File: config.mk
export PLATFORM = sky130hd
export DESIGN_NAME = lecs_status_regs
export DESIGN_NICKNAME = d
export VERILOG_FILES = /design/src/rtl/lecs_pkg.sv /design/src/rtl/lecs_status_regs.sv /design/src/rtl/lecs_err_counter.sv
export VERILOG_INCLUDE_DIRS = /design/src /design/src/rtl
export SDC_FILE = /design/constraint.sdc
export NUM_CORES = 1
export LEC_CHECK = 0
export ABC_AREA = 1
export BUFFER_PORTS_ARGS = -buffer_cell sky130_fd_sc_hd__buf_2
export CAP_MARGIN = 20
export CORE_MARGIN = 2
export CORE_UTILIZATION = 56
export DETAILED_ROUTE_END_ITERATION = 12
export GPL_ROUTABILITY_DRIVEN = 0
export PLACE_DENSITY_LB_ADDON = 0.3
export SYNTH_ARGS = -nofsm -noshare
export SYNTH_HDL_FRONTEND = slang
export SYNTH_SLANG_ARGS = --single-unit
export TNS_END_PERCENT = 1
File: constraint.sdc
create_clock -name clk -period 4.3 [get_ports clk]
set_clock_uncertainty 0.15 [all_clocks]
set_input_delay 0 -clock clk [delete_from_list [all_inputs] [get_ports clk]]
set_output_delay 0 -clock clk [all_outputs]
set_load 0.05 [all_outputs]
File: src/rtl/lecs_params.svh
`ifndef LECS_PARAMS_SVH
`define LECS_PARAMS_SVH

// ----------------------------------------------------------------
// Structure of the status bank
// ----------------------------------------------------------------
`define LECS_NUM_LINKS 2
`define LECS_NUM_LANES 3
`define LECS_NUM_CNT 3
`define LECS_CNT_W 8
`define LECS_DATA_W 32
`define LECS_ADDR_W 13
`define LECS_IDX_W 11
`define LECS_BE_W 4

// ----------------------------------------------------------------
// Counter values
// ----------------------------------------------------------------
`define LECS_TC_VALUE 8'hff
`define LECS_CNT_ZERO 8'h00
`define LECS_CNT_ONE 8'h01

// ----------------------------------------------------------------
// Field positions
// ----------------------------------------------------------------
`define LECS_CTRL_CHAR_BIT 2
`define LECS_NOT_IN_TABLE_BIT 1
`define LECS_DISPARITY_BIT 0
`define LECS_LANE_EN_BIT 3
`define LECS_TC_MSB 2
`define LECS_PAGE_BIT 0
`define LECS_WR_LANE 0
`define LECS_IDX_LSB 2
`define LECS_CNT1_LSB 8
`define LECS_CNT2_LSB 16

// ----------------------------------------------------------------
// Register indices (byte address is four times the index)
// ----------------------------------------------------------------
`define LECS_IDX_LINK_PAGE 11'h300
`define LECS_IDX_LANE4_STATUS 11'h494
`define LECS_IDX_LANE5_STATUS 11'h495
`define LECS_IDX_LANE6_STATUS 11'h496
`define LECS_IDX_HOLD_CTRL 11'h4a0
`define LECS_IDX_CNT_CLEAR 11'h4a1
`define LECS_IDX_IRQ_STATUS 11'h4a2
`define LECS_IDX_IRQ_CLEAR 11'h4a3
`define LECS_IDX_IRQ_ENABLE 11'h4a4
`define LECS_IDX_LANE4_COUNT 11'h4a8
`define LECS_IDX_LANE5_COUNT 11'h4a9
`define LECS_IDX_LANE6_COUNT 11'h4aa

// ----------------------------------------------------------------
// Reset values
// ----------------------------------------------------------------
`define LECS_RST_WORD 32'h0000_0000
`define LECS_RST_BITS3 3'h0
`define LECS_RST_PAGE 1'h0

`endif

File: src/rtl/lecs_pkg.sv
package lecs_pkg;
  `include "lecs_params.svh"

  // One bit per error counter of a lane
  typedef logic [`LECS_NUM_CNT-1:0] lecs_cnt_bits_t;
  // One bit per lane
  typedef logic [`LECS_NUM_LANES-1:0] lecs_lane_bits_t;
  // Counter bits of every lane of every link
  typedef lecs_cnt_bits_t [`LECS_NUM_LINKS-1:0][`LECS_NUM_LANES-1:0] lecs_link_cnt_t;
  // Lane bits of every link
  typedef lecs_lane_bits_t [`LECS_NUM_LINKS-1:0] lecs_link_lane_t;
  // Values of the three counters of a lane
  typedef logic [`LECS_NUM_CNT-1:0][`LECS_CNT_W-1:0] lecs_cnt_vals_t;

  // Bus handshake states
  typedef enum logic [1:0] {
    LECS_BUS_IDLE = 2'b01,
    LECS_BUS_ACK = 2'b10
  } lecs_bus_state_t;

  // State of one lane's counter set
  typedef struct packed {
    lecs_cnt_vals_t count;
    lecs_cnt_bits_t tcFlags;
  } lecs_cnt_state_t;

  // State of the register bank
  typedef struct packed {
    lecs_bus_state_t busState;
    logic [`LECS_DATA_W-1:0] rdata;
    logic linkPage;
    lecs_cnt_bits_t holdAtTerm;
    lecs_lane_bits_t irqStatus;
    lecs_lane_bits_t irqEnable;
  } lecs_regs_t;

  // Counter increment
  function automatic logic [`LECS_CNT_W-1:0] lecs_inc(input logic [`LECS_CNT_W-1:0] v);
    lecs_inc = v + `LECS_CNT_ONE;
  endfunction

endpackage

File: src/rtl/lecs_status_regs.sv
// Summary of operation
// RULE1 - Each lane's three-bit flag field sets when its counter reaches 0xFF.
// RULE2 - With hold enabled, a counter at 0xFF stays until software clears it.
// RULE3 - With hold disabled, a counter at 0xFF wraps to zero and keeps counting.
// RULE4 - Flag bit 2 control character, bit 1 not-in-table, bit 0 disparity.
// RULE5 - Bit 3 of each lane status register shows whether the lane is enabled.
// RULE6 - Lane status reflects the link picked by the page selector at 0x300.
// RULE7 - Lanes 4 to 6 status at 0x494 to 0x496, bits 7 to 4 read zero.
// RULE8 - Clearing an error counter also clears that counter's flag bit.
//
// The Avalon-MM register port was left to the implementer.
`timescale 1ns/100ps
`include "lecs_params.svh"

module lecs_status_regs (
  // Clock and reset
  input wire logic clk,
  input wire logic rst_n,
  // Avalon-MM slave
  input wire logic [`LECS_ADDR_W-1:0] address,
  input wire logic read,
  input wire logic write,
  input wire logic [`LECS_BE_W-1:0] byteenable,
  input wire logic [`LECS_DATA_W-1:0] writedata,
  output logic [`LECS_DATA_W-1:0] readdata,
  output logic waitrequest,
  // Receiver lanes, indexed [link][lane]
  input wire lecs_pkg::lecs_link_cnt_t errEvent,
  input wire lecs_pkg::lecs_link_lane_t laneEnabled,
  // Interrupt
  output logic irq
);
  import lecs_pkg::*;

  // ----------------------------------------------------------------
  // Declarations
  // ----------------------------------------------------------------
  lecs_regs_t regs_r;
  lecs_regs_t regs_nxt;
  logic [`LECS_IDX_W-1:0] regIdx;
  logic wrAccept;
  logic wrByte0;
  lecs_cnt_bits_t clearBits;
  lecs_link_cnt_t cntClear;
  lecs_link_cnt_t tcFlags;
  lecs_link_cnt_t tcHit;
  lecs_cnt_vals_t countValue [`LECS_NUM_LINKS][`LECS_NUM_LANES];
  lecs_lane_bits_t laneHit;

  // ----------------------------------------------------------------
  // Register read decode
  // ----------------------------------------------------------------
  // Status byte of one lane on the selected page
  function automatic logic [`LECS_DATA_W-1:0] lane_status(input int lane);
    logic [`LECS_DATA_W-1:0] w;
    w = `LECS_RST_WORD;
    w[`LECS_LANE_EN_BIT] = laneEnabled[regs_r.linkPage][lane]; // RULE5 RULE6
    w[`LECS_TC_MSB:0] = tcFlags[regs_r.linkPage][lane]; // RULE4 RULE6
    lane_status = w;
  endfunction

  // Packed counter values of one lane on the selected page
  function automatic logic [`LECS_DATA_W-1:0] lane_count(input int lane);
    logic [`LECS_DATA_W-1:0] w;
    lecs_cnt_vals_t v;
    w = `LECS_RST_WORD;
    v = countValue[regs_r.linkPage][lane];
    w[`LECS_CNT_W-1:0] = v[`LECS_DISPARITY_BIT];
    w[`LECS_CNT1_LSB +: `LECS_CNT_W] = v[`LECS_NOT_IN_TABLE_BIT];
    w[`LECS_CNT2_LSB +: `LECS_CNT_W] = v[`LECS_CTRL_CHAR_BIT];
    lane_count = w;
  endfunction

  // Read value for a register index; unmapped reads as zero
  function automatic logic [`LECS_DATA_W-1:0] reg_read(input logic [`LECS_IDX_W-1:0] idx);
    logic [`LECS_DATA_W-1:0] w;
    w = `LECS_RST_WORD;
    case (idx)
      `LECS_IDX_LINK_PAGE: begin
        w[`LECS_PAGE_BIT] = regs_r.linkPage;
      end
      `LECS_IDX_LANE4_STATUS: begin
        w = lane_status(0); // RULE7
      end
      `LECS_IDX_LANE5_STATUS: begin
        w = lane_status(1); // RULE7
      end
      `LECS_IDX_LANE6_STATUS: begin
        w = lane_status(2); // RULE7
      end
      `LECS_IDX_HOLD_CTRL: begin
        w[`LECS_TC_MSB:0] = regs_r.holdAtTerm;
      end
      `LECS_IDX_IRQ_STATUS: begin
        w[`LECS_NUM_LANES-1:0] = regs_r.irqStatus;
      end
      `LECS_IDX_IRQ_ENABLE: begin
        w[`LECS_NUM_LANES-1:0] = regs_r.irqEnable;
      end
      `LECS_IDX_LANE4_COUNT: begin
        w = lane_count(0);
      end
      `LECS_IDX_LANE5_COUNT: begin
        w = lane_count(1);
      end
      `LECS_IDX_LANE6_COUNT: begin
        w = lane_count(2);
      end
      default: begin
        w = `LECS_RST_WORD;
      end
    endcase
    reg_read = w;
  endfunction

  // ----------------------------------------------------------------
  // Bus decode
  // ----------------------------------------------------------------
  // Word index from byte address
  assign regIdx = address[`LECS_ADDR_W-1:`LECS_IDX_LSB];

  // Write takes effect in the cycle waitrequest is low
  assign wrAccept = write && (regs_r.busState == LECS_BUS_ACK);
  assign wrByte0 = wrAccept && byteenable[`LECS_WR_LANE];

  // One wait cycle for every request
  assign waitrequest = (read || write) && (regs_r.busState != LECS_BUS_ACK);

  // Counter clear strobe from the clear register
  always_comb begin
    clearBits = `LECS_RST_BITS3;
    if (wrByte0 && (regIdx == `LECS_IDX_CNT_CLEAR)) begin
      clearBits = writedata[`LECS_TC_MSB:0];
    end
  end

  // Clear only the counters of the selected link
  always_comb begin
    cntClear = '0;
    for (int k = 0; k < `LECS_NUM_LANES; k++) begin
      cntClear[regs_r.linkPage][k] = clearBits; // RULE6 RULE8
    end
  end

  // ----------------------------------------------------------------
  // Error counters
  // ----------------------------------------------------------------
  // One counter set per lane per link
  for (genvar g = 0; g < `LECS_NUM_LINKS; g++) begin : gLink
    for (genvar l = 0; l < `LECS_NUM_LANES; l++) begin : gLane
      lecs_err_counter uCnt (
        .clk(clk),
        .rst_n(rst_n),
        .errEvent(errEvent[g][l]),
        .holdAtTerm(regs_r.holdAtTerm),
        .cntClear(cntClear[g][l]),
        .tcFlags(tcFlags[g][l]),
        .tcHit(tcHit[g][l]),
        .countValue(countValue[g][l])
      );
    end
  end

  // Terminal count reached on any link, per lane
  always_comb begin
    laneHit = '0;
    for (int g = 0; g < `LECS_NUM_LINKS; g++) begin
      for (int l = 0; l < `LECS_NUM_LANES; l++) begin
        laneHit[l] = laneHit[l] || (|tcHit[g][l]);
      end
    end
  end

  // ----------------------------------------------------------------
  // Register next state
  // ----------------------------------------------------------------
  always_comb begin
    regs_nxt = regs_r;
    // Handshake and read capture
    case (regs_r.busState)
      LECS_BUS_IDLE: begin
        if (read || write) begin
          regs_nxt.busState = LECS_BUS_ACK;
        end
        if (read) begin
          regs_nxt.rdata = reg_read(regIdx);
        end
      end
      LECS_BUS_ACK: begin
        regs_nxt.busState = LECS_BUS_IDLE;
      end
      default: begin
        regs_nxt.busState = LECS_BUS_IDLE;
      end
    endcase
    // Writable controls
    if (wrByte0) begin
      case (regIdx)
        `LECS_IDX_LINK_PAGE: begin
          regs_nxt.linkPage = writedata[`LECS_PAGE_BIT]; // RULE6
        end
        `LECS_IDX_HOLD_CTRL: begin
          regs_nxt.holdAtTerm = writedata[`LECS_TC_MSB:0]; // RULE2 RULE3
        end
        `LECS_IDX_IRQ_ENABLE: begin
          regs_nxt.irqEnable = writedata[`LECS_NUM_LANES-1:0];
        end
        default: begin
          regs_nxt.linkPage = regs_r.linkPage;
        end
      endcase
    end
    // Sticky events, a new event beats the clear
    if (wrByte0 && (regIdx == `LECS_IDX_IRQ_CLEAR)) begin
      regs_nxt.irqStatus = regs_r.irqStatus & ~writedata[`LECS_NUM_LANES-1:0];
    end
    regs_nxt.irqStatus = regs_nxt.irqStatus | laneHit;
  end

  // ----------------------------------------------------------------
  // Registers
  // ----------------------------------------------------------------
  always_ff @(posedge clk or negedge rst_n) begin
    if (!rst_n) begin
      regs_r.busState <= LECS_BUS_IDLE;
      regs_r.rdata <= `LECS_RST_WORD;
      regs_r.linkPage <= `LECS_RST_PAGE;
      regs_r.holdAtTerm <= `LECS_RST_BITS3;
      regs_r.irqStatus <= `LECS_RST_BITS3;
      regs_r.irqEnable <= `LECS_RST_BITS3;
    end else begin
      regs_r <= regs_nxt;
    end
  end

  // ----------------------------------------------------------------
  // Outputs
  // ----------------------------------------------------------------
  assign readdata = regs_r.rdata;
  // Level interrupt from enabled sticky bits
  assign irq = |(regs_r.irqStatus & regs_r.irqEnable);

endmodule // lecs_status_regs

File: src/rtl/lecs_err_counter.sv
`timescale 1ns/100ps
`include "lecs_params.svh"

module lecs_err_counter (
  // Clock and reset
  input wire logic clk,
  input wire logic rst_n,
  // Error events and controls
  input wire lecs_pkg::lecs_cnt_bits_t errEvent,
  input wire lecs_pkg::lecs_cnt_bits_t holdAtTerm,
  input wire lecs_pkg::lecs_cnt_bits_t cntClear,
  // Status
  output lecs_pkg::lecs_cnt_bits_t tcFlags,
  output lecs_pkg::lecs_cnt_bits_t tcHit,
  output lecs_pkg::lecs_cnt_vals_t countValue
);
  import lecs_pkg::*;

  lecs_cnt_state_t state_r;
  lecs_cnt_state_t state_nxt;

  // ----------------------------------------------------------------
  // Counter update
  // ----------------------------------------------------------------
  // Clear, count, hold or wrap for each counter
  always_comb begin
    state_nxt = state_r;
    tcHit = `LECS_RST_BITS3;
    for (int i = 0; i < `LECS_NUM_CNT; i++) begin
      if (cntClear[i]) begin
        // Clear drops the flag too; an event in that cycle counts once
        state_nxt.count[i] = errEvent[i] ? `LECS_CNT_ONE : `LECS_CNT_ZERO; // RULE2
        state_nxt.tcFlags[i] = 1'b0; // RULE8
      end else if (errEvent[i]) begin
        if (state_r.count[i] == `LECS_TC_VALUE) begin
          if (!holdAtTerm[i]) begin
            state_nxt.count[i] = `LECS_CNT_ZERO; // RULE3
          end
        end else begin
          state_nxt.count[i] = lecs_inc(state_r.count[i]);
          if (lecs_inc(state_r.count[i]) == `LECS_TC_VALUE) begin
            state_nxt.tcFlags[i] = 1'b1; // RULE1
            tcHit[i] = !state_r.tcFlags[i];
          end
        end
      end
    end
  end

  // State register
  always_ff @(posedge clk or negedge rst_n) begin
    if (!rst_n) begin
      state_r <= '0;
    end else begin
      state_r <= state_nxt;
    end
  end

  // Outputs from flops
  assign tcFlags = state_r.tcFlags;
  assign countValue = state_r.count;

endmodule // lecs_err_counter

**After elaboration in Yosys (flattened, before gate mapping)**

Index checks and enable logic that the tools add are counted.

- Register bits: 206
- Bits in latches: 0
- Bits in writable memories: 0
- Bits in read-only memories: 0
- Input bits: 77
- Output and inout port bits: 34
- Word-level logic and storage cells: 509
- Memories: 0

- $add $sub $neg: 18
- Multiply operators: 0
- Div/mod/pow operators: 0
- Order comparisons: 3
- Equality and inequality tests: 88
- Shift-type cells: 0
- Mux-type cells: 241
- Bitwise gates (word level): 6
- Reductions and logical operators: 111

Operators by type and width:

| operator | number |
|---|---|
| $mux W8 | 57 |
| $eq A8 B8 Y1 const B | 36 |
| $mux W72 | 3 |
| $mux W1 | 162 |
| $add A8 B1 Y8 const B | 18 |
| $pmux W21 S6 | 1 |
| $eq A11 B11 Y1 const B | 11 |
| $reduce_bool A2 Y1 | 36 |
| $ne A3 B3 Y1 const B | 18 |
| $reduce_and A3 Y1 | 18 |
| $reduce_and A2 Y1 | 22 |
| $ne A2 B2 Y1 const B | 20 |
| $bwmux W18 | 2 |
| $demux W9 S1 | 3 |
| $mux W9 | 3 |
| $reduce_or A3 Y1 | 7 |
| $and A18 B18 Y18 | 1 |
| $logic_not A1 Y1 | 18 |
| $pmux W2 S9 | 1 |
| $mux W3 | 5 |
| $eq A11 B10 Y1 const B | 1 |
| $pmux W1 S10 | 1 |
| $and A3 B3 Y3 | 2 |
| $logic_and A1 B1 Y1 | 6 |
| 11 further kinds | 15 |

**Depth between registers and ports, before layout**

Gate-level depths: netlist of the first run.

- Word-level depth: 12
- Depth in mapped cells: 13

**Cells and area by module**

Synthesis of the first run repeated with hierarchy kept, for this count alone.

- Cell total of the unflattened synthesis: 1995
- Area, all modules: 14306.2 sq um

Modules (own cells, without submodules):

| module | instances | cells an instance | area an instance (sq um) |
|---|---|---|---|
| lecs_err_counter at gLink[0].gLane[0].uCnt ... | 4 | 236 | 1784.2 |
| lecs_status_regs | 1 | 570 | 3704.8 |
| lecs_err_counter at gLink[1].gLane[2].uCnt | 1 | 243 | 1750.4 |
| lecs_err_counter at gLink[0].gLane[2].uCnt | 1 | 238 | 1714.1 |

**Worst setup path after synthesis of the first run**

Ideal clock, no wire load.

- Path type: reg-to-reg
- Start: register gLink[0].gLane[1].uCnt.state_r (netlist bit gLink[0].gLane[1].uCnt.countValue[1])
- End: register gLink[0].gLane[1].uCnt.state_r (netlist bit gLink[0].gLane[1].uCnt.countValue[5])
- Library setup time: 132 ps
- Arrival time: 1592 ps
- Data required time: 4018 ps
- Slack: 2426 ps
- Stages on the path, launching flop included: 10
- Clock period less this slack: 1874 ps
- Cell sequence: dfrtp_1 -> ha_1 -> nand3_1 -> nor3_1 -> inv_1 -> o21ai_0 -> nand2_1 -> clkbuf_1 -> nand3_1 -> o21ai_0

- Word-level cells in the longest chain between the ends: 4
- Elaborated cells on any way between the ends: 7
- Classes of those cells: add/sub (1); eq/ne (2); mux (3); reduce/logical (1)

RTL lines:

| item | line | text |
|---|---|---|
| start, declared | lecs_err_counter.sv:19 | `lecs_cnt_state_t state_r;` |
| start signal, assigned | lecs_err_counter.sv:55 | `state_r <= state_nxt;` |
| $add A8 B1 Y8 (no source line) / $eq A8 B8 Y1 (equally long branches) | - |  |
| $mux W8 | lecs_err_counter.sv:35 | `` if (state_r.count[i] == `LECS_TC_VALUE) begin `` |
| $mux W8 | lecs_err_counter.sv:34 | `end else if (errEvent[i]) begin` |
| $mux W8 | lecs_err_counter.sv:30 | `if (cntClear[i]) begin` |

Parallel ways exist; a longest one is shown, timed or not. The select of a mux whose other input is x is not followed.
A chain may end at the register's enable or synchronous reset.

**Worst setup path after layout of the first run**

- Start: register regs_r[9] (netlist bit)
- End: register gLink[0].gLane[1].uCnt.state_r (netlist bit gLink[0].gLane[1].uCnt.countValue[0])

- Word-level cells in the longest chain between the ends: 8
- Elaborated cells on any way between the ends: 14
- Classes of those cells: order compare (2); eq/ne (1); mux (7); bitwise (1); reduce/logical (3)

RTL lines:

| item | line | text |
|---|---|---|
| start, declared | lecs_status_regs.sv:38 | `lecs_regs_t regs_r;` |
| start signal, assigned | lecs_status_regs.sv:232 | `regs_r <= regs_nxt;` |
| $lt A1 B2 Y1 (implied by the code) / $ge A1 B1 Y1 (equally long branches) | lecs_status_regs.sv:141 | `cntClear[regs_r.linkPage][k] = clearBits;` |
| $logic_and A1 B1 Y1 (implied by the code) | lecs_status_regs.sv:141 |  |
| $mux W6 (implied by the code) | lecs_status_regs.sv:141 |  |
| $demux W9 S1 | lecs_status_regs.sv:141 |  |
| $bwmux W18 | lecs_status_regs.sv:141 |  |
| $bwmux W18 (*) | lecs_status_regs.sv:141 |  |
| $ne A3 B3 Y1 (no source line) / $reduce_bool A2 Y1 (equally long branches) | - |  |
| $reduce_and A2 Y1 (no source line) | - |  |

Every way passes the cells marked *; elsewhere a longest branch is shown, timed or not.

==> impl_results.md, run 1 <==
* Outcome: finished clean
* Initial antenna violation count at 1
* Most frequent cells in the layout: nand2_1, nor2_1, inv_1
* VDD IR max at 305 µV
* # port buffers at 68
* Pwr/cell area at between 400 and 500 nW/µm²
* Post-synth top flop: dfrtp_1
* Sink Count at between 150 and 200
* Fin. Hold Viols at 0
* Hold depth at 7
* Syn Inst Count at 2,124
* Clk root buf: clkbuf_16
* Post-CTS setup buffers at 0
* DRT Wirelength at a little under 40,000 µm
* Synth top area share at 35.4%
* R2R depth at 6
* Largest net degree at the start of global routing at 116
* Hold_buf cts at 35
* Worst-path clk slew at 70 ps
* Crit share post-route at between 70% and 80%
* Layout cell share with drive strength beyond 1 at 7.41%
* Drt drc at 0
* Sequential fraction of the synthesis area at 35.6%
* Syn avg cell area at 6.56 µm²
* DR WL/cell at around 15 µm
* FF+latch count, synth at 198
* Area contributors post-synth: dfrtp_1, nand2_1, nor2_1, nand3_1, inv_1
* GRT Util Overall at between 20% and 30%
* CTS tree: yes
* Post-CTS sizing at 0
* Hold Crit Endpoint: readdata[3]$_DFFE_PN0P_
* Fin crit period at 3310 ps
* Number of DRC markers in iteration 0 at 1,544
* Worst hold slack at 28.0 ps
* Die height at roughly 160 µm
* Hold Startpoint: laneEnabled[4]
* Hpwl dp at around 28,000 µm
* Core Footprint at 24,400 µm²
* Final setup fails at 0
* Synthesized area at roughly 14,000 µm²
* Post-route ant nets at 0
* First-pass GRT wire length at roughly 63,000 µm
* Top Ports at 111
* Normalized max-slew margin at 28.0%
* NumNets Final at 2,286
* Async set-reset flop share out of synthesis at 100%
* R2r endpoint: gLink[0].gLane[1].uCnt.countValue[0]$_DFFE_PN0P_
* Vias per Instance at 5.65
* DR pass1 iterations at 6
* Bufs on Longest Clock Path at 2
* Critical path endpoint category: flip-flop
* Flop2flop setup slack at 990 ps
* Die ar. at 26,200 µm²
* Initial core utilization at 57.2%
* Die W at 162 µm
* Post-synth EDFFs at 0
* Worst Setup Start Kind: flip-flop
* Setup CP Type: flip-flop to flip-flop
* Max-Cap Viols at 0
* Leakage at 7.74 nW
* Number of global-route vias before repair at around 13,000
* Filler Cells Inserted at 2,240
* WP data arrival at 3520 ps
* Area growth syn-to-layout at 9.36%
* Final TNS setup at 0 ps
* Power, Total at 6.82 mW
* Clock latency at the later pin of the worst-skew pair at 440 ps
* CP Data Required Time at 4510 ps
* Synth cell types at 47
* Critical path peak fanout at 46
* Pre-CTS WS at 1120 ps
* Max-slew violation count at 0
* Max Freq at 302 MHz
* Cell taking the most area after synthesis: dfrtp_1
* RSZ-0062 raised after global routing: false
* Reg2reg start: regs_r[9]$_DFFE_PN0P_
* Via count at 14,200
* Worst-margin pin slew at about 1100 ps
* Num CTS Buffers at 17
* CTS HTree Levels at 4
* Total number of yosys warnings at 0
* Setup WS post-layout at 993 ps
* Commonest non-fill, non-tap cell in the layout: nand2_1
* Row count at 57
* Gr ovfl total at 0
* Worst Hold Class: input pin to flip-flop
[where the power goes]
group,switching [mW],total (mW),leakage [nW],internal (mW)
clock,0.743,1.72,0.286,0.973
combinational,1.35,2.14,4.97,0.796
sequential,0.643,2.96,2.48,2.31
[how the worst max path moves through the flow]
stage | startpoint | to | slack (ps) | depth (start not counted)
2_1_floorplan | gLink[0].gLane[1].uCnt.countValue[1]$_DFFE_PN0P_ | gLink[0].gLane[1].uCnt.countValue[5]$_DFFE_PN0P_ | 2430 | 9
3_3_place_gp | regs_r[9]$_DFFE_PN0P_ | gLink[0].gLane[2].uCnt.countValue[4]$_DFFE_PN0P_ | 1170 | 6
3_5_place_dp | regs_r[9]$_DFFE_PN0P_ | gLink[0].gLane[1].uCnt.countValue[5]$_DFFE_PN0P_ | 1120 | 6
4_1_cts | regs_r[9]$_DFFE_PN0P_ | gLink[0].gLane[1].uCnt.countValue[0]$_DFFE_PN0P_ | 1130 | 6
5_1_grt | regs_r[9]$_DFFE_PN0P_ | gLink[0].gLane[1].uCnt.countValue[0]$_DFFE_PN0P_ | 860 | 6
6_report | regs_r[9]$_DFFE_PN0P_ | gLink[0].gLane[1].uCnt.countValue[0]$_DFFE_PN0P_ | 990 | 6
[registers in the layout, indices dropped and copies added (netlist names)]
name and cells:
gLink.gLane.uCnt.countValue 144, gLink.gLane.uCnt.tcFlags 18, readdata 24, regs_r 12
[cell usage after synthesis, types with 9 or more instances]
cell      instances
nand2_1         722
nor2_1          259
inv_1           218
dfrtp_1         197
nand3_1         180
o21ai_0         141
nand4_1          68
a21oi_1          55
ha_1             36
buf_4            35
buf_2            21
clkbuf_1         19
nor3_1           19
o21ai_2          19
o211ai_1         15
xor2_1           14
o22ai_1           9
[metrics by stage]
stage	utilization, %	cell area, µm²	instances
2_1_floorplan	-	14000	2131
3_3_place_gp	58.6	14300	2443
3_5_place_dp	58.6	14300	2443
4_1_cts	62.5	15200	2509
5_1_grt	62.5	15200	2509
6_report	62.5	15200	2510
[critical path, cell delays in order (launching register included)]
cell and delay, ps:
dfrtp_4 670, inv_1 550, buf_4 480, nand4_1 600
nand2_1 520, nand3_1 150, o211ai_1 100
[final cells by class]
cell class	count	area [µm²]	share of cell area, %
diodes	1	2.50	0.0164
inverters	226	848	5.56
clock inverters	12	178	1.17
repair buffers	110	764	5.01
multi-input cells	1620	7650	50.2
well taps	324	405	2.66
clock buffers	19	433	2.84
flip-flops and latches	198	4960	32.5
[cell families after synthesis]
family,synth area share [%]
flops,35.6
buf+inv,9.73
simple gates,38.9
mux,0.431
xor+xnor,1.38
other cells,0.0269
compound gates,10.8
fa+ha+maj,3.23
[layer usage]
metal | up-vias | global-route usage, % | share of wire [%]
met5 | - | 0 | 0
met4 | 0 | 8.77 | 2.6
met3 | 81 | 4.95 | 7.9
met2 | 587 | 48.2 | 46
met1 | 6614 | 40.9 | 44
li1 | 6906 | - | -
No activity file was read; power rests on OpenSTA's default activity.
==> inputs of run 2 (changes only) <==
--- a/config.mk
+++ b/config.mk
@@ -6,11 +6,11 @@
 export SDC_FILE = /design/constraint.sdc
 export NUM_CORES = 1
 export LEC_CHECK = 0
-export ABC_AREA = 1
+export ABC_AREA = 0
 export BUFFER_PORTS_ARGS = -buffer_cell sky130_fd_sc_hd__buf_2
 export CAP_MARGIN = 20
 export CORE_MARGIN = 2
-export CORE_UTILIZATION = 56
+export CORE_UTILIZATION = 55
 export DETAILED_ROUTE_END_ITERATION = 12
 export GPL_ROUTABILITY_DRIVEN = 0
 export PLACE_DENSITY_LB_ADDON = 0.3
==> constraint.sdc (replaced) <==
create_clock -name clk -period 2.87 [get_ports clk]
set_clock_uncertainty 0.15 [all_clocks]
set_input_delay 0 -clock clk [delete_from_list [all_inputs] [get_ports clk]]
set_output_delay 0 -clock clk [all_outputs]
set_load 0.05 [all_outputs]
==> impl_results.md, run 2 <==
* Xor/xnor cell area share of the yosys netlist at 5.89% (+4.5 points)
* Antenna diodes at 0 (-1)
* GRT Util Overall at 28.2% (-1.5 points)
* Total number of yosys warnings at 0 (unchanged)
* Worst Hold Class: input pin to asynchronous set/reset pin
* Top Ports at 111 (unchanged)
* NumNets Final at 1,749 (-23%)
* RSZ-0062 raised after global routing: false
* Area growth syn-to-layout at 10.9%
* Vias per Instance at 6.11 (+8.1%)
* Post-synthesis simple-gate area fraction at 25.0% (-14 points)
* Largest net degree at the start of global routing at 77 (-34%)
* Row count at 56 (-1.8%)
* Drt drc at 0 (unchanged)
* Fin. Hold Viols at 0 (unchanged)
* Compound-Gate Fraction of Synth Area at 17.4% (+6.7 points)
* Synth top area share at 37.3% (+1.9 points)
* Post-synth EDFFs at 0 (unchanged)
* Critical path endpoint category: flip-flop
* Syn avg cell area at 8.33 µm² (+27%)
* Via count at 12,000 (-15%)
* Synth cell types at 83 (+77%)
* Initial antenna violation count at 1 (unchanged)
* Hpwl dp at 25,000 µm (-9.6%)
* Worst-path clk slew at 70 ps (about the same)
* Cell taking the most area after synthesis: dfrtp_1
* CP Data Required Time at 3090 ps (-1420 ps)
* Mux cell area share after synthesis at 5.10% (+4.7 points)
* Max-Cap Viols at 0 (unchanged)
* DR pass1 iterations at 6 (unchanged)
* Main combinational cell family by area after synthesis: simple AND/OR/NAND/NOR gates
* CTS HTree Levels at 4 (unchanged)
* VDD IR max at 411 µV (+35%)
* DRT Wirelength at 35,600 µm (-7.3%)
* Max-slew violation count at 0 (unchanged)
* First-pass GRT wire length at 58,500 µm (-7.1%)
* CTS tree: yes
* Fin cells at 1,967 (-22%)
* Register area at 4960 µm² (about the same)
* Final core occ at 62.4% (-0.14 points)
* Post-route ant nets at 0 (unchanged)
* Die ar. at 25,300 µm² (-3.3%)
* Most frequent cells in the layout: nor2_1, dfrtp_1, nand2_1
* Num CTS Buffers at 17 (unchanged)
* Worst hold slack at 9.81 ps (-18.2 ps)
* Number of global-route vias before repair at 11,300 (-12%)
* Die W at 159 µm (-1.6%)
* Max reg flops at 144 (unchanged)
* Async set-reset flop share out of synthesis at 100% (unchanged)
* Most used cell, CP: dlygate4sd3_1
* Sink Count at 198 (unchanged)
* Final TNS setup at 0 ps (unchanged)
* Setup CP Type: input pin to flip-flop
* Layout cell share with drive strength beyond 1 at 10.7% (+3.3 points)
* Worst Setup Start Kind: input pin
* Pre-CTS WS at 329 ps (-789 ps)
* Initial core utilization at 56.2% (-0.94 points)
* Normalized max-slew margin at 48.8% (+21 points)
* Post-synth top flop: dfrtp_1
* Synthesized area at 13,200 µm² (-5.1%)
* Post-CTS setup buffers at 0 (unchanged)
* Final setup fails at 0 (unchanged)
* Setup WS post-layout at 135 ps (-858 ps)
* Die height at 159 µm (-1.6%)
* CP max stage delay at 570 ps (-100 ps)
* Gr ovfl total at 0 (unchanged)
* DR WL/cell at 18.1 µm (+18%)
* Fin crit period at 2730 ps
* Commonest non-fill, non-tap cell in the layout: nor2_1
* Syn Inst Count at 1,589 (-25%)
* Core Footprint at 23,500 µm² (-3.5%)
* Dpl cells at 1,899 (-22%)
* WP data arrival at 2950 ps (-570 ps)
* Most common cell in the netlist: nor2_1
* # port buffers at 68 (unchanged)
* Leakage at 6.20 nW (-20%)
* Outcome: finished clean
* Filler Cells Inserted at 2,092 (-6.6%)
* Critical Path, Cell by Cell: dlygate4sd3_1 -> buf_2 -> nor3b_4 -> and4_2 -> and4_1 -> buf_4 -> o21ai_0 -> o31ai_1 -> dlygate4sd3_1
* Bufs on Longest Clock Path at 2 (unchanged)
* Synthesized-area fraction occupied by adder cells at 3.40% (+0.17 points)
* CP top delay family: buffers and inverters
* Sequential fraction of the synthesis area at 37.5% (+1.9 points)
* Max Freq at 366 MHz
* Area contributors post-synth: dfrtp_1, nor2_1, o21ai_0, nand2_1, mux2i_1
* Worst-margin pin slew at 768 ps (-307 ps)
* CP max-delay cell: dlygate4sd3_1
* FF+latch count, synth at 198 (unchanged)
* Number of DRC markers in iteration 0 at 1,093 (-29%)
* Crit share post-route at 95.3%
* Clock latency at the later pin of the worst-skew pair at 440 ps (about the same)
* Clk root buf: clkbuf_16
* WP buf/inv at 4 (+2)
* Pwr/cell area at 722 nW/µm² (+61%)
* Critical path peak fanout at 24 (-48%)
* Footprint of the multi-input gates at 7550 µm² (-1.4%)
* Commonest cells post-synth: nor2_1, dfrtp_1, nand2_1
==> run 2: changes by cell type in the layout (fill, tap and decap cells not counted), sizes merged, moves of 21 or more <==
cell   previous run  this run
xnor2             8        30
xor2             14        59
inv             227        44
o21ai           166       136
and3              0        38
nand2           730       177
nand4            68        37
o31ai             1        22
mux2i             6        55
nand3           183        58
buf              74       104
nor2            270       202
==> run 2: per-stage QoR <==
| stage | cell area (µm²) | power [mW] |
|---|---|---|
| floorplan | 13300 | 7.13 |
| global placement | 13700 | 7.92 |
| detailed placement | 13700 | 8.08 |
| CTS | 14700 | 10.6 |
| global route | 14700 | 11.3 |
| finish | 14700 | 10.6 |
==> run 2: area by class of cell <==
type | instances | share of cell area (%)
flip-flops and latches | 198 | 33.8
clock buffers | 21 | 3.14
clock inverters | 10 | 0.818
multi-input cells | 1235 | 51.4
well taps | 319 | 2.72
repair buffers | 142 | 7.06
inverters | 42 | 1.07
==> run 2: final timing paths <==
| check | start | end | slack (ps) | cells after the start |
|---|---|---|---|---|
| worst max-delay path | address[11] | gLink[0].gLane[1].uCnt.countValue[16]$_DFFE_PN0P_ | 140 | 9 |
| worst min-delay path | rst_n | gLink[1].gLane[0].uCnt.countValue[20]$_DFFE_PN0P_ | 10 | 2 |
| worst max register to register | regs_r[42]$_DFFE_PN1P_ | gLink[0].gLane[1].uCnt.countValue[16]$_DFFE_PN0P_ | 150 | 7 |
| worst min register to register | readdata[11]$_DFFE_PN0P_ | readdata[11]$_DFFE_PN0P_ | 330 | 2 |
| max in group asynchronous | rst_n | gLink[1].gLane[1].uCnt.countValue[9]$_DFFE_PN0P_ | 1760 | 3 |
| min in group clk | laneEnabled[4] | readdata[3]$_DFFE_PN0P_ | 10 | 5 |
==> run 2: report_power, final <==
part           leakage, nW  switching [mW]  internal (mW)
Combinational         3.52            1.68           1.47
Clock                0.280            1.09           1.34
Sequential            2.40            1.45           3.58
Total                 6.20            4.22           6.38
==> run 2: logic make-up (layout without fill, tap and decap cells) <==
logic type                 Yosys count  count (layout)
buffers and inverters              163             215
muxes                               66              66
and+or+nand+nor                    670             670
AOI/OAI and AO/OA                  366             366
adders and majority gates           36              36
DFF                                198             198
other                                1               8
xor gates and xnor gates            89              89
==> run 2: per-layer routing <==
| metal | part of all wire [%] | GRT usage, % |
|---|---|---|
| met1 | 44 | 39.4 |
| met2 | 46 | 45.6 |
| met3 | 7.3 | 4.30 |
| met4 | 2.0 | 8.22 |
| met5 | 0.031 | 0 |
==> run 2: timing repair <==
item | in CTS | in global routing
endpoints found under the hold margin | 207 | 0
resized for setup | 0 | 4
setup endpoints to repair | 0 | 4
hold buffers | 37 | 0
